<file path="config.mk">
export PLATFORM = sky130hd
export DESIGN_NAME = ftp_frame_policy
export DESIGN_NICKNAME = d
export VERILOG_FILES = /design/src/rtl/ftp_pkg.sv /design/src/rtl/ftp_tick_div.sv /design/src/rtl/ftp_frame_policy.sv
export SDC_FILE = /design/constraint.sdc
export NUM_CORES = 1
export LEC_CHECK = 0
export BUFFER_PORTS_ARGS = -buffer_cell sky130_fd_sc_hd__buf_2
export CORE_MARGIN = 2
export CORE_UTILIZATION = 45
export DETAILED_ROUTE_END_ITERATION = 6
export GPL_ROUTABILITY_DRIVEN = 1
export HOLD_SLACK_MARGIN = 0.05
export PLACE_DENSITY_LB_ADDON = 0.05
export REMOVE_ABC_BUFFERS = 1
export SLEW_MARGIN = 20
export SYNTH_ARGS = -nofsm -noshare
export SYNTH_HDL_FRONTEND = slang
export SYNTH_SLANG_ARGS = --single-unit
</file>
<file path="constraint.sdc">
create_clock -name core_clk_i -period 3.2 [get_ports core_clk_i]
set_input_delay 0.64 -clock core_clk_i [delete_from_list [all_inputs] [get_ports core_clk_i]]
set_output_delay 0.64 -clock core_clk_i [all_outputs]
set_load 0.1 [all_outputs]
</file>
<file path="src/rtl/ftp_pkg.sv">
// shared constants for the frame timing policy block
package ftp_pkg;
    // register byte offsets on the apb slave
    localparam logic [7:0] FTP_REG_CTRL = 8'h00;
    localparam logic [7:0] FTP_REG_CYCREP = 8'h04;
    localparam logic [7:0] FTP_REG_TXDATA = 8'h08;
    localparam logic [7:0] FTP_REG_TXNULL = 8'h0C;
    localparam logic [7:0] FTP_REG_LINSCHED = 8'h10;
    localparam logic [7:0] FTP_REG_STATUS = 8'h14;
    localparam logic [7:0] FTP_REG_SIGVAL = 8'h18;
    // control register field positions
    localparam int FTP_CTRL_LIN = 0;
    localparam int FTP_CTRL_DYN = 1;
    localparam int FTP_CTRL_EVT = 2;
    localparam int FTP_CTRL_MULTI = 3;
    localparam int FTP_CTRL_FWDNULL = 4;
    localparam int FTP_CTRL_STREAM = 5;
    // status register field positions
    localparam int FTP_ST_PENDING = 0;
    localparam int FTP_ST_RUNNING = 1;
    localparam int FTP_ST_MASTER = 2;
    localparam int FTP_ST_NULLDROP = 3;
    localparam int FTP_ST_STREAMREJ = 4;
    // reset values
    localparam logic [7:0] FTP_CYCREP_RST = 8'h01;
    localparam logic [31:0] FTP_PAYLOAD_RST = 32'h0000_0000;
    // timing: core clock period and lin header spacing when master
    localparam int FTP_CLK_PERIOD_NS = 10;
    localparam int FTP_LIN_HDR_PERIOD_US = 1000;
    localparam int FTP_LIN_HDR_CYC = FTP_LIN_HDR_PERIOD_US * 1000 / FTP_CLK_PERIOD_NS;
    // lin role, one-hot
    typedef enum logic [1:0] {
        FTP_LIN_SLAVE = 2'b01,
        FTP_LIN_MASTER = 2'b10
    } ftp_lin_t;
endpackage : ftp_pkg

</file>
<file path="src/rtl/ftp_tick_div.sv">
// clock divider producing a one-cycle enable pulse
`timescale 1ns/1ps
`default_nettype none
module ftp_tick_div #(
    parameter int DIV = 100000
) (
    input wire logic core_clk_i,
    input wire logic rst_b_i,
    input wire logic en_i,
    output logic tick_o
);
    localparam int CW = $clog2(DIV + 1);
    localparam logic [CW-1:0] LAST = CW'(DIV - 1);
    logic [CW-1:0] cnt;

    // counter restarts whenever disabled so the first tick lands a full period later
    always_ff @(posedge core_clk_i or negedge rst_b_i) begin
        if (!rst_b_i) begin
            cnt <= '0;
            tick_o <= 1'b0;
        end else if (!en_i) begin
            cnt <= '0;
            tick_o <= 1'b0;
        end else begin
            tick_o <= (cnt == LAST);
            cnt <= (cnt == LAST) ? '0 : cnt + CW'(1);
        end
    end
endmodule : ftp_tick_div
`default_nettype wire

</file>
<file path="src/rtl/ftp_frame_policy.sv">
// per-frame transmit and receive timing policy with apb registers
//
// The APB slave port and the register addresses were chosen for this implementation.
`timescale 1ns/1ps
`default_nettype none
module ftp_frame_policy
    import ftp_pkg::*;
#(
    parameter int HDR_PERIOD_CYC = FTP_LIN_HDR_CYC,
    parameter int DW = 32
) (
    input wire logic core_clk_i,
    input wire logic rst_b_i,
    // apb slave
    input wire logic psel_i,
    input wire logic penable_i,
    input wire logic pwrite_i,
    input wire logic [7:0] paddr_i,
    input wire logic [31:0] pwdata_i,
    output logic [31:0] prdata_o,
    output logic pready_o,
    output logic pslverr_o,
    // protocol engine side, same clock
    input wire logic normal_active_i,
    input wire logic cycle_start_i,
    input wire logic slot_i,
    input wire logic lin_header_i,
    input wire logic rx_valid_i,
    input wire logic rx_null_i,
    input wire logic [DW-1:0] rx_data_i,
    // transmit decisions
    output logic tx_data_o,
    output logic tx_null_o,
    output logic [DW-1:0] tx_payload_o,
    output logic lin_hdr_o,
    output logic lin_master_o,
    // receive deliveries
    output logic [DW-1:0] sig_val_o,
    output logic [DW-1:0] rx_out_o,
    output logic frm_dlv_o,
    output logic strm_dlv_o,
    output logic strm_null_o
);
    typedef struct packed {
        logic pready;
        logic pslverr;
        logic [31:0] prdata;
        logic is_lin;
        logic dyn_seg;
        logic evt_timing;
        logic multi_rep;
        logic fwd_null;
        logic stream_on;
        logic [7:0] cyc_rep;
        logic [7:0] cyc_cnt;
        logic slot_seen;
        logic [DW-1:0] tx_buf;
        logic pending;
        logic null_drop;
        logic stream_rej;
        ftp_lin_t lin_st;
        logic tx_data;
        logic tx_null;
        logic [DW-1:0] tx_payload;
        logic lin_hdr;
        logic [DW-1:0] sig_val;
        logic [DW-1:0] rx_out;
        logic frm_dlv;
        logic strm_dlv;
        logic strm_null;
    } ftp_state_t;

    ftp_state_t st;
    ftp_state_t next_st;
    logic hdr_tick;
    logic wr_acc;
    logic host_wr;
    logic tx_opp;
    logic rate_ok;

    // address decode for the error answer; the read mux has its own case
    function automatic logic ftp_mapped(input logic [7:0] a);
        return (a == FTP_REG_CTRL) || (a == FTP_REG_CYCREP) || (a == FTP_REG_TXDATA) ||
            (a == FTP_REG_TXNULL) || (a == FTP_REG_LINSCHED) || (a == FTP_REG_STATUS) ||
            (a == FTP_REG_SIGVAL);
    endfunction : ftp_mapped

    // master header pacing; idle while slave so no stray headers go out
    ftp_tick_div #(
        .DIV(HDR_PERIOD_CYC)
    ) u_hdr_div (
        .core_clk_i(core_clk_i),
        .rst_b_i(rst_b_i),
        .en_i(st.lin_st == FTP_LIN_MASTER && normal_active_i),
        .tick_o(hdr_tick)
    );

    // a write takes effect only at the access edge where pready is high
    assign wr_acc = psel_i && penable_i && st.pready && pwrite_i;
    assign host_wr = wr_acc && (paddr_i == FTP_REG_TXDATA);

    // transmit opportunity for this frame
    always_comb begin
        rate_ok = st.dyn_seg || (st.cyc_cnt == 8'h00);
        if (st.is_lin) begin
            // master answers its own header, slave waits for the remote one
            if (st.lin_st == FTP_LIN_MASTER) begin
                tx_opp = hdr_tick && normal_active_i;
            end else begin
                tx_opp = lin_header_i && normal_active_i;
            end
        end else begin
            // dynamic and single-rate static frames take one slot per cycle
            tx_opp = slot_i && normal_active_i && rate_ok &&
                ((st.multi_rep && !st.dyn_seg) || !st.slot_seen);
        end
    end

    // whole next-state computation
    always_comb begin
        next_st = st;
        next_st.tx_data = 1'b0;
        next_st.tx_null = 1'b0;
        next_st.lin_hdr = 1'b0;
        next_st.frm_dlv = 1'b0;
        next_st.strm_dlv = 1'b0;
        // apb: pready comes one cycle after setup, giving a single access cycle
        next_st.pready = psel_i && !penable_i;
        next_st.pslverr = psel_i && !penable_i && !ftp_mapped(paddr_i);
        if (psel_i && !penable_i) begin
            unique case (paddr_i)
                FTP_REG_CTRL: next_st.prdata = {26'h0, st.stream_on, st.fwd_null,
                    st.multi_rep, st.evt_timing, st.dyn_seg, st.is_lin};
                FTP_REG_CYCREP: next_st.prdata = {24'h0, st.cyc_rep};
                FTP_REG_TXDATA: next_st.prdata = 32'(st.tx_buf);
                FTP_REG_STATUS: next_st.prdata = {27'h0, st.stream_rej, st.null_drop,
                    st.lin_st == FTP_LIN_MASTER, normal_active_i, st.pending};
                FTP_REG_SIGVAL: next_st.prdata = 32'(st.sig_val);
                default: next_st.prdata = 32'h0000_0000;
            endcase
        end
        // register writes
        if (wr_acc) begin
            unique case (paddr_i)
                FTP_REG_CTRL: begin
                    next_st.is_lin = pwdata_i[FTP_CTRL_LIN];
                    next_st.dyn_seg = pwdata_i[FTP_CTRL_DYN];
                    next_st.evt_timing = pwdata_i[FTP_CTRL_EVT];
                    next_st.multi_rep = pwdata_i[FTP_CTRL_MULTI];
                    next_st.fwd_null = pwdata_i[FTP_CTRL_FWDNULL];
                    // stream transmit only exists on lin
                    next_st.stream_on = pwdata_i[FTP_CTRL_STREAM] && pwdata_i[FTP_CTRL_LIN];
                    if (pwdata_i[FTP_CTRL_STREAM] && !pwdata_i[FTP_CTRL_LIN]) begin
                        next_st.stream_rej = 1'b1;
                    end
                end
                FTP_REG_CYCREP: begin
                    // zero is not kept; it is stored as one, the reset value
                    next_st.cyc_rep = (pwdata_i[7:0] == 8'h00) ? FTP_CYCREP_RST : pwdata_i[7:0];
                    next_st.cyc_cnt = 8'h00;
                end
                FTP_REG_TXDATA: begin
                    next_st.tx_buf = pwdata_i[DW-1:0];
                    next_st.pending = 1'b1;
                end
                FTP_REG_TXNULL: next_st.null_drop = 1'b1;
                FTP_REG_LINSCHED: next_st.lin_st = FTP_LIN_MASTER;
                FTP_REG_STATUS: begin
                    // write one to clear; a same-cycle set below still wins
                    if (pwdata_i[FTP_ST_NULLDROP]) begin
                        next_st.null_drop = 1'b0;
                    end
                    if (pwdata_i[FTP_ST_STREAMREJ]) begin
                        next_st.stream_rej = 1'b0;
                    end
                end
                default: ;
            endcase
        end
        // host null writes are never queued; flag again if cleared in the same cycle
        if (wr_acc && paddr_i == FTP_REG_TXNULL) begin
            next_st.null_drop = 1'b1;
        end
        if (wr_acc && paddr_i == FTP_REG_CTRL && pwdata_i[FTP_CTRL_STREAM] &&
            !pwdata_i[FTP_CTRL_LIN]) begin
            next_st.stream_rej = 1'b1;
        end
        // cycle bookkeeping for the repetition rate
        if (cycle_start_i) begin
            next_st.slot_seen = 1'b0;
            next_st.cyc_cnt = (st.cyc_cnt + 8'h01 >= st.cyc_rep) ? 8'h00 : st.cyc_cnt + 8'h01;
        end else if (slot_i) begin
            next_st.slot_seen = 1'b1;
        end
        // master header issue
        if (st.lin_st == FTP_LIN_MASTER && hdr_tick && normal_active_i) begin
            next_st.lin_hdr = 1'b1;
        end
        // transmit decision at the frame's opportunity
        if (tx_opp) begin
            if (!st.evt_timing) begin
                // cyclic: always data, old payload when nothing new
                next_st.tx_data = 1'b1;
                next_st.tx_payload = st.tx_buf;
                next_st.pending = host_wr;
            end else if (st.pending) begin
                next_st.tx_data = 1'b1;
                next_st.tx_payload = st.tx_buf;
                next_st.pending = host_wr;
            end else if (!st.dyn_seg && !st.is_lin) begin
                next_st.tx_null = 1'b1;
            end
            // dynamic or lin event frame with nothing new stays silent
        end
        // receive paths: nulls never reach signals or per-frame queues
        if (rx_valid_i) begin
            next_st.rx_out = rx_data_i;
            if (!rx_null_i) begin
                next_st.sig_val = rx_data_i;
                next_st.frm_dlv = 1'b1;
                next_st.strm_dlv = 1'b1;
                next_st.strm_null = 1'b0;
            end else if (st.fwd_null && !st.is_lin) begin
                next_st.strm_dlv = 1'b1;
                next_st.strm_null = 1'b1;
            end
        end
    end

    // single state register
    always_ff @(posedge core_clk_i or negedge rst_b_i) begin
        if (!rst_b_i) begin
            st <= '{
                pready: 1'b0, pslverr: 1'b0, prdata: 32'h0000_0000,
                is_lin: 1'b0, dyn_seg: 1'b0, evt_timing: 1'b0, multi_rep: 1'b0,
                fwd_null: 1'b0, stream_on: 1'b0,
                cyc_rep: FTP_CYCREP_RST, cyc_cnt: 8'h00, slot_seen: 1'b0,
                tx_buf: FTP_PAYLOAD_RST[DW-1:0], pending: 1'b0,
                null_drop: 1'b0, stream_rej: 1'b0, lin_st: FTP_LIN_SLAVE,
                tx_data: 1'b0, tx_null: 1'b0, tx_payload: FTP_PAYLOAD_RST[DW-1:0],
                lin_hdr: 1'b0, sig_val: FTP_PAYLOAD_RST[DW-1:0],
                rx_out: FTP_PAYLOAD_RST[DW-1:0], frm_dlv: 1'b0, strm_dlv: 1'b0,
                strm_null: 1'b0
            };
        end else begin
            st <= next_st;
        end
    end

    // outputs straight from the state register
    assign prdata_o = st.prdata;
    assign pready_o = st.pready;
    assign pslverr_o = st.pslverr;
    assign tx_data_o = st.tx_data;
    assign tx_null_o = st.tx_null;
    assign tx_payload_o = st.tx_payload;
    assign lin_hdr_o = st.lin_hdr;
    assign lin_master_o = st.lin_st[1]; // master bit of the one-hot role, no gate after the flop
    assign sig_val_o = st.sig_val;
    assign rx_out_o = st.rx_out;
    assign frm_dlv_o = st.frm_dlv;
    assign strm_dlv_o = st.strm_dlv;
    assign strm_null_o = st.strm_null;
endmodule : ftp_frame_policy
`default_nettype wire

</file>
==> qor.yml <==
drt:
  routed_wl_um: 24400
  dr.pass1.iters: 5
  drcViolationCount: 0
  num_vias: 6601
  drtIter0Drc: 283
  via_per_inst: 5.34
  wire_per_inst_um: 19.7
  antenna_left: 0
hold_path:
  min_path_type: "input port to async pin"
critical_path:
  crit-reg2reg-launch: "st[140]$_DFFE_PN0P_"
  cp-startpoint: "st[140]$_DFFE_PN0P_"
  cp.required_ps: 3590
  crit_fanout: 33
  crit_type: "register to register"
  worstPathArrival_ps: 2890
  worst_setup_path_start_kind: "register"
  cp-end-kind: "register"
place:
  post-place-ws_ps: 562
  placed_area_sq_mm: 0.0106
  io_buffer_count: 219
  gp_congestion: 0.877
  hpwl_um: 17100
power:
  leakage_nw: 5.51
  power.density_mw_per_mm2: 610
  peakVddDrop_uv: 355
timing:
  setup_violations: 0
  fin_ws_ps: 707
  fin_crit_sh_pct: 77.9
  finClkSkew_ps: 14.5
  drv_slew: 0
  tns_ps: 0
  rsz0062_at_grt: "no"
  max_freq_mhz: 401
  min_period_ps: 2490
  final_hold_viol_count: 0
  tightest_slew_ps: 809
  slew_headroom_pct: 45.4
grt:
  grt_max_degree: 67
  first_global_vias: 7059
  grt_pass1_wl_um: 39200
  global_route.usage.total_pct: 20.8
  antenna_found_initial: 2
  gr-total-overflow: 0
synthesis:
  seq_area_frac_synth_pct: 53.2
  syn_inst: 845
  synth_enable_flop_cells: 0
  ys.flop_type: "dfrtp_1"
  syn-cell-area_sq_mm: 0.0101
  ys_types: 57
  synth-async-reset-ratio_pct: 100
  avgSynthCellArea_sq_um: 11.9
  ys_ff_latch: 214
  ys.warnings.count: 0
clock_tree:
  cts_resized: 0
  ctsRootBufferMaster: "clkbuf_16"
  numCtsBuffers: 24
  clock_path_buffers: 3
  ctsHoldBuffers: 0
  cts_tree: "yes"
  cts_setup_buffers: 0
  cts.sinks: 214
  htreeDepth: 1
  clock_latency_ps: 520
  clkSlewWorstSetupHoldPaths_ps: 60
floorplanning:
  row_count: 54
  die_area_sq_mm: 0.0236
  ioPinCount: 220
  die_w_um: 154
  start_util_pct: 46.0
  die_y_um: 154
  core_sq_mm: 0.0219
finish:
  nFillCells: 1971
  regArea_sq_mm: 0.00536
  area_growth_pct: 12.3
  post-route-util_pct: 51.7
  design_area_sq_mm: 0.0113
  multi_input_area_sq_mm: 0.00354
  finalNetCount: 1035
  antennaDiodeCount: 0
  drive_gt1_share_pct: 44.3
outcome:
  outcome: "finished, final reports clean"
job:
  drv_cap: 0
==> cells in the final DEF, fill, tap and decap left out, types with 3 or more instances in the layout <==
cell and instances:
clkinv_2 6, a31oi_1 7, clkbuf_16 24, clkbuf_8 6
a22oi_1 30, buf_4 13, and4_1 4, a21oi_1 10
a22o_1 5, nand3_1 12, nor4b_1 3, nand2b_1 6
xnor2_1 6, nor2b_1 4, clkbuf_1 5, and4b_1 5
ha_1 11, buf_2 218, o21ai_0 41, o211ai_1 5
mux2_2 141, xor2_1 11, mux2i_1 3, nor3_1 6
nand4_1 9, nor2_1 29, and2_1 3, nand2_1 55
buf_12 3, dfrtp_1 212, inv_1 18, or3_1 5
==> final timing paths <==
check                      slack, ps  depth (start not counted)                           end
hold / removal                    90                          1      prdata_o[18]$_DFFE_PN0P_
hold reg to reg                  440                          2           st[102]$_DFFE_PN1P_
setup / recovery                 710                          7  tx_payload_o[23]$_DFFE_PN0P_
max in group asynchronous       2290                          2           st[110]$_DFFE_PN0P_
min in group core_clk_i          350                          2           st[116]$_DFFE_PN0P_
setup reg to reg                 710                          7  tx_payload_o[23]$_DFFE_PN0P_
==> flip-flops by register name, summed over array words and instances (netlist names) <==
name and flops:
st 59, prdata_o 32, rx_out_o 32, sig_val_o 32, tx_payload_o 32, u_hdr_div.cnt 17, frm_dlv_o 1, lin_hdr_o 1
lin_master_o 1, pready_o 1, pslverr_o 1, strm_dlv_o 1, strm_null_o 1, tx_data_o 1, tx_null_o 1, u_hdr_div.tick_o 1
==> worst max-delay path, stage by stage, from the launching register on <==
cell and delay (ps):
dfrtp_1 440, inv_1 80, ha_1 130, or4b_1 470, o41a_1 390, o32ai_4 170
buf_12 280, mux2_2 360
==> per-layer routing <==
layer | up-vias | part of all wire [%] | GRT usage (%)
met1 | 3276 | 43 | 27.6
met2 | 252 | 47 | 33.5
li1 | 3036 | - | -
met3 | 33 | 8.0 | 6.06
met5 | - | 0.11 | 0
met4 | 4 | 1.8 | 5.59
==> cells by family (layout without fill, tap and decap cells) <==
group | Yosys count | in the layout | synth area share (%)
adder cells (fa/ha/maj) | 11 | 11 | 1.37
AO/OA/AOI/OAI | 118 | 118 | 7.96
AND/OR/NAND/NOR | 156 | 156 | 7.85
buffers and inverters | 183 | 295 | 11.9
multiplexers | 146 | 146 | 16.3
XOR/XNOR | 17 | 17 | 1.48
flip-flops | 214 | 214 | 53.2
==> power by group <==
part           internal [mW]  switching, mW  total (mW)
combinational          0.267           1.14        1.40
sequential              2.83         0.0865        2.92
clock                   1.50           1.09        2.59
==> Yosys cell counts, types with 3 or more instances <==
master    count  area, sq um
a21oi_1      10         50.1
a22o_1        5         43.8
a22oi_1      30          225
a31oi_1       7         43.8
and2_1        3         18.8
and4_1        4         35.0
and4b_1       5         50.1
buf_1         4         15.0
buf_2         8         40.0
buf_4       128          961
buf_6         3         33.8
clkbuf_1     22         82.6
dfrtp_1     212         5310
ha_1         11          138
inv_1        18         67.6
mux2_2      141         1590
mux2i_1       3         30.0
nand2_1      56          210
nand2b_1      6         37.5
nand3_1      12         60.1
nand4_1       9         56.3
nor2_1       30          113
nor2b_1       5         31.3
nor3_1        7         35.0
nor4b_1       3         26.3
o211ai_1      5         37.5
o21ai_0      41          205
or3_1         5         31.3
xnor2_1       6         52.6
xor2_1       11         96.3
==> through the flow <==
step / power (mW) / cells / hold slack (ps)
after floorplan: 4.01 / 680 / 344
after global placement: 4.36 / 1195 / 431
after detailed placement: 4.38 / 1195 / 431
after CTS: 6.99 / 1237 / 94.1
after global routing: 7.20 / 1237 / 109
final: 6.91 / 1237 / 86.8
==> final cells by class <==
type	instances	share of cell area, %
Sequential cell	214	47.3
Tap cell	280	3.10
Clock buffer	34	6.08
Clock inverter	8	0.475
Timing Repair Buffer	235	11.2
Multi-Input combinational cell	448	31.3
Inverter	18	0.597
No activity file was read; power rests on OpenSTA's default activity.
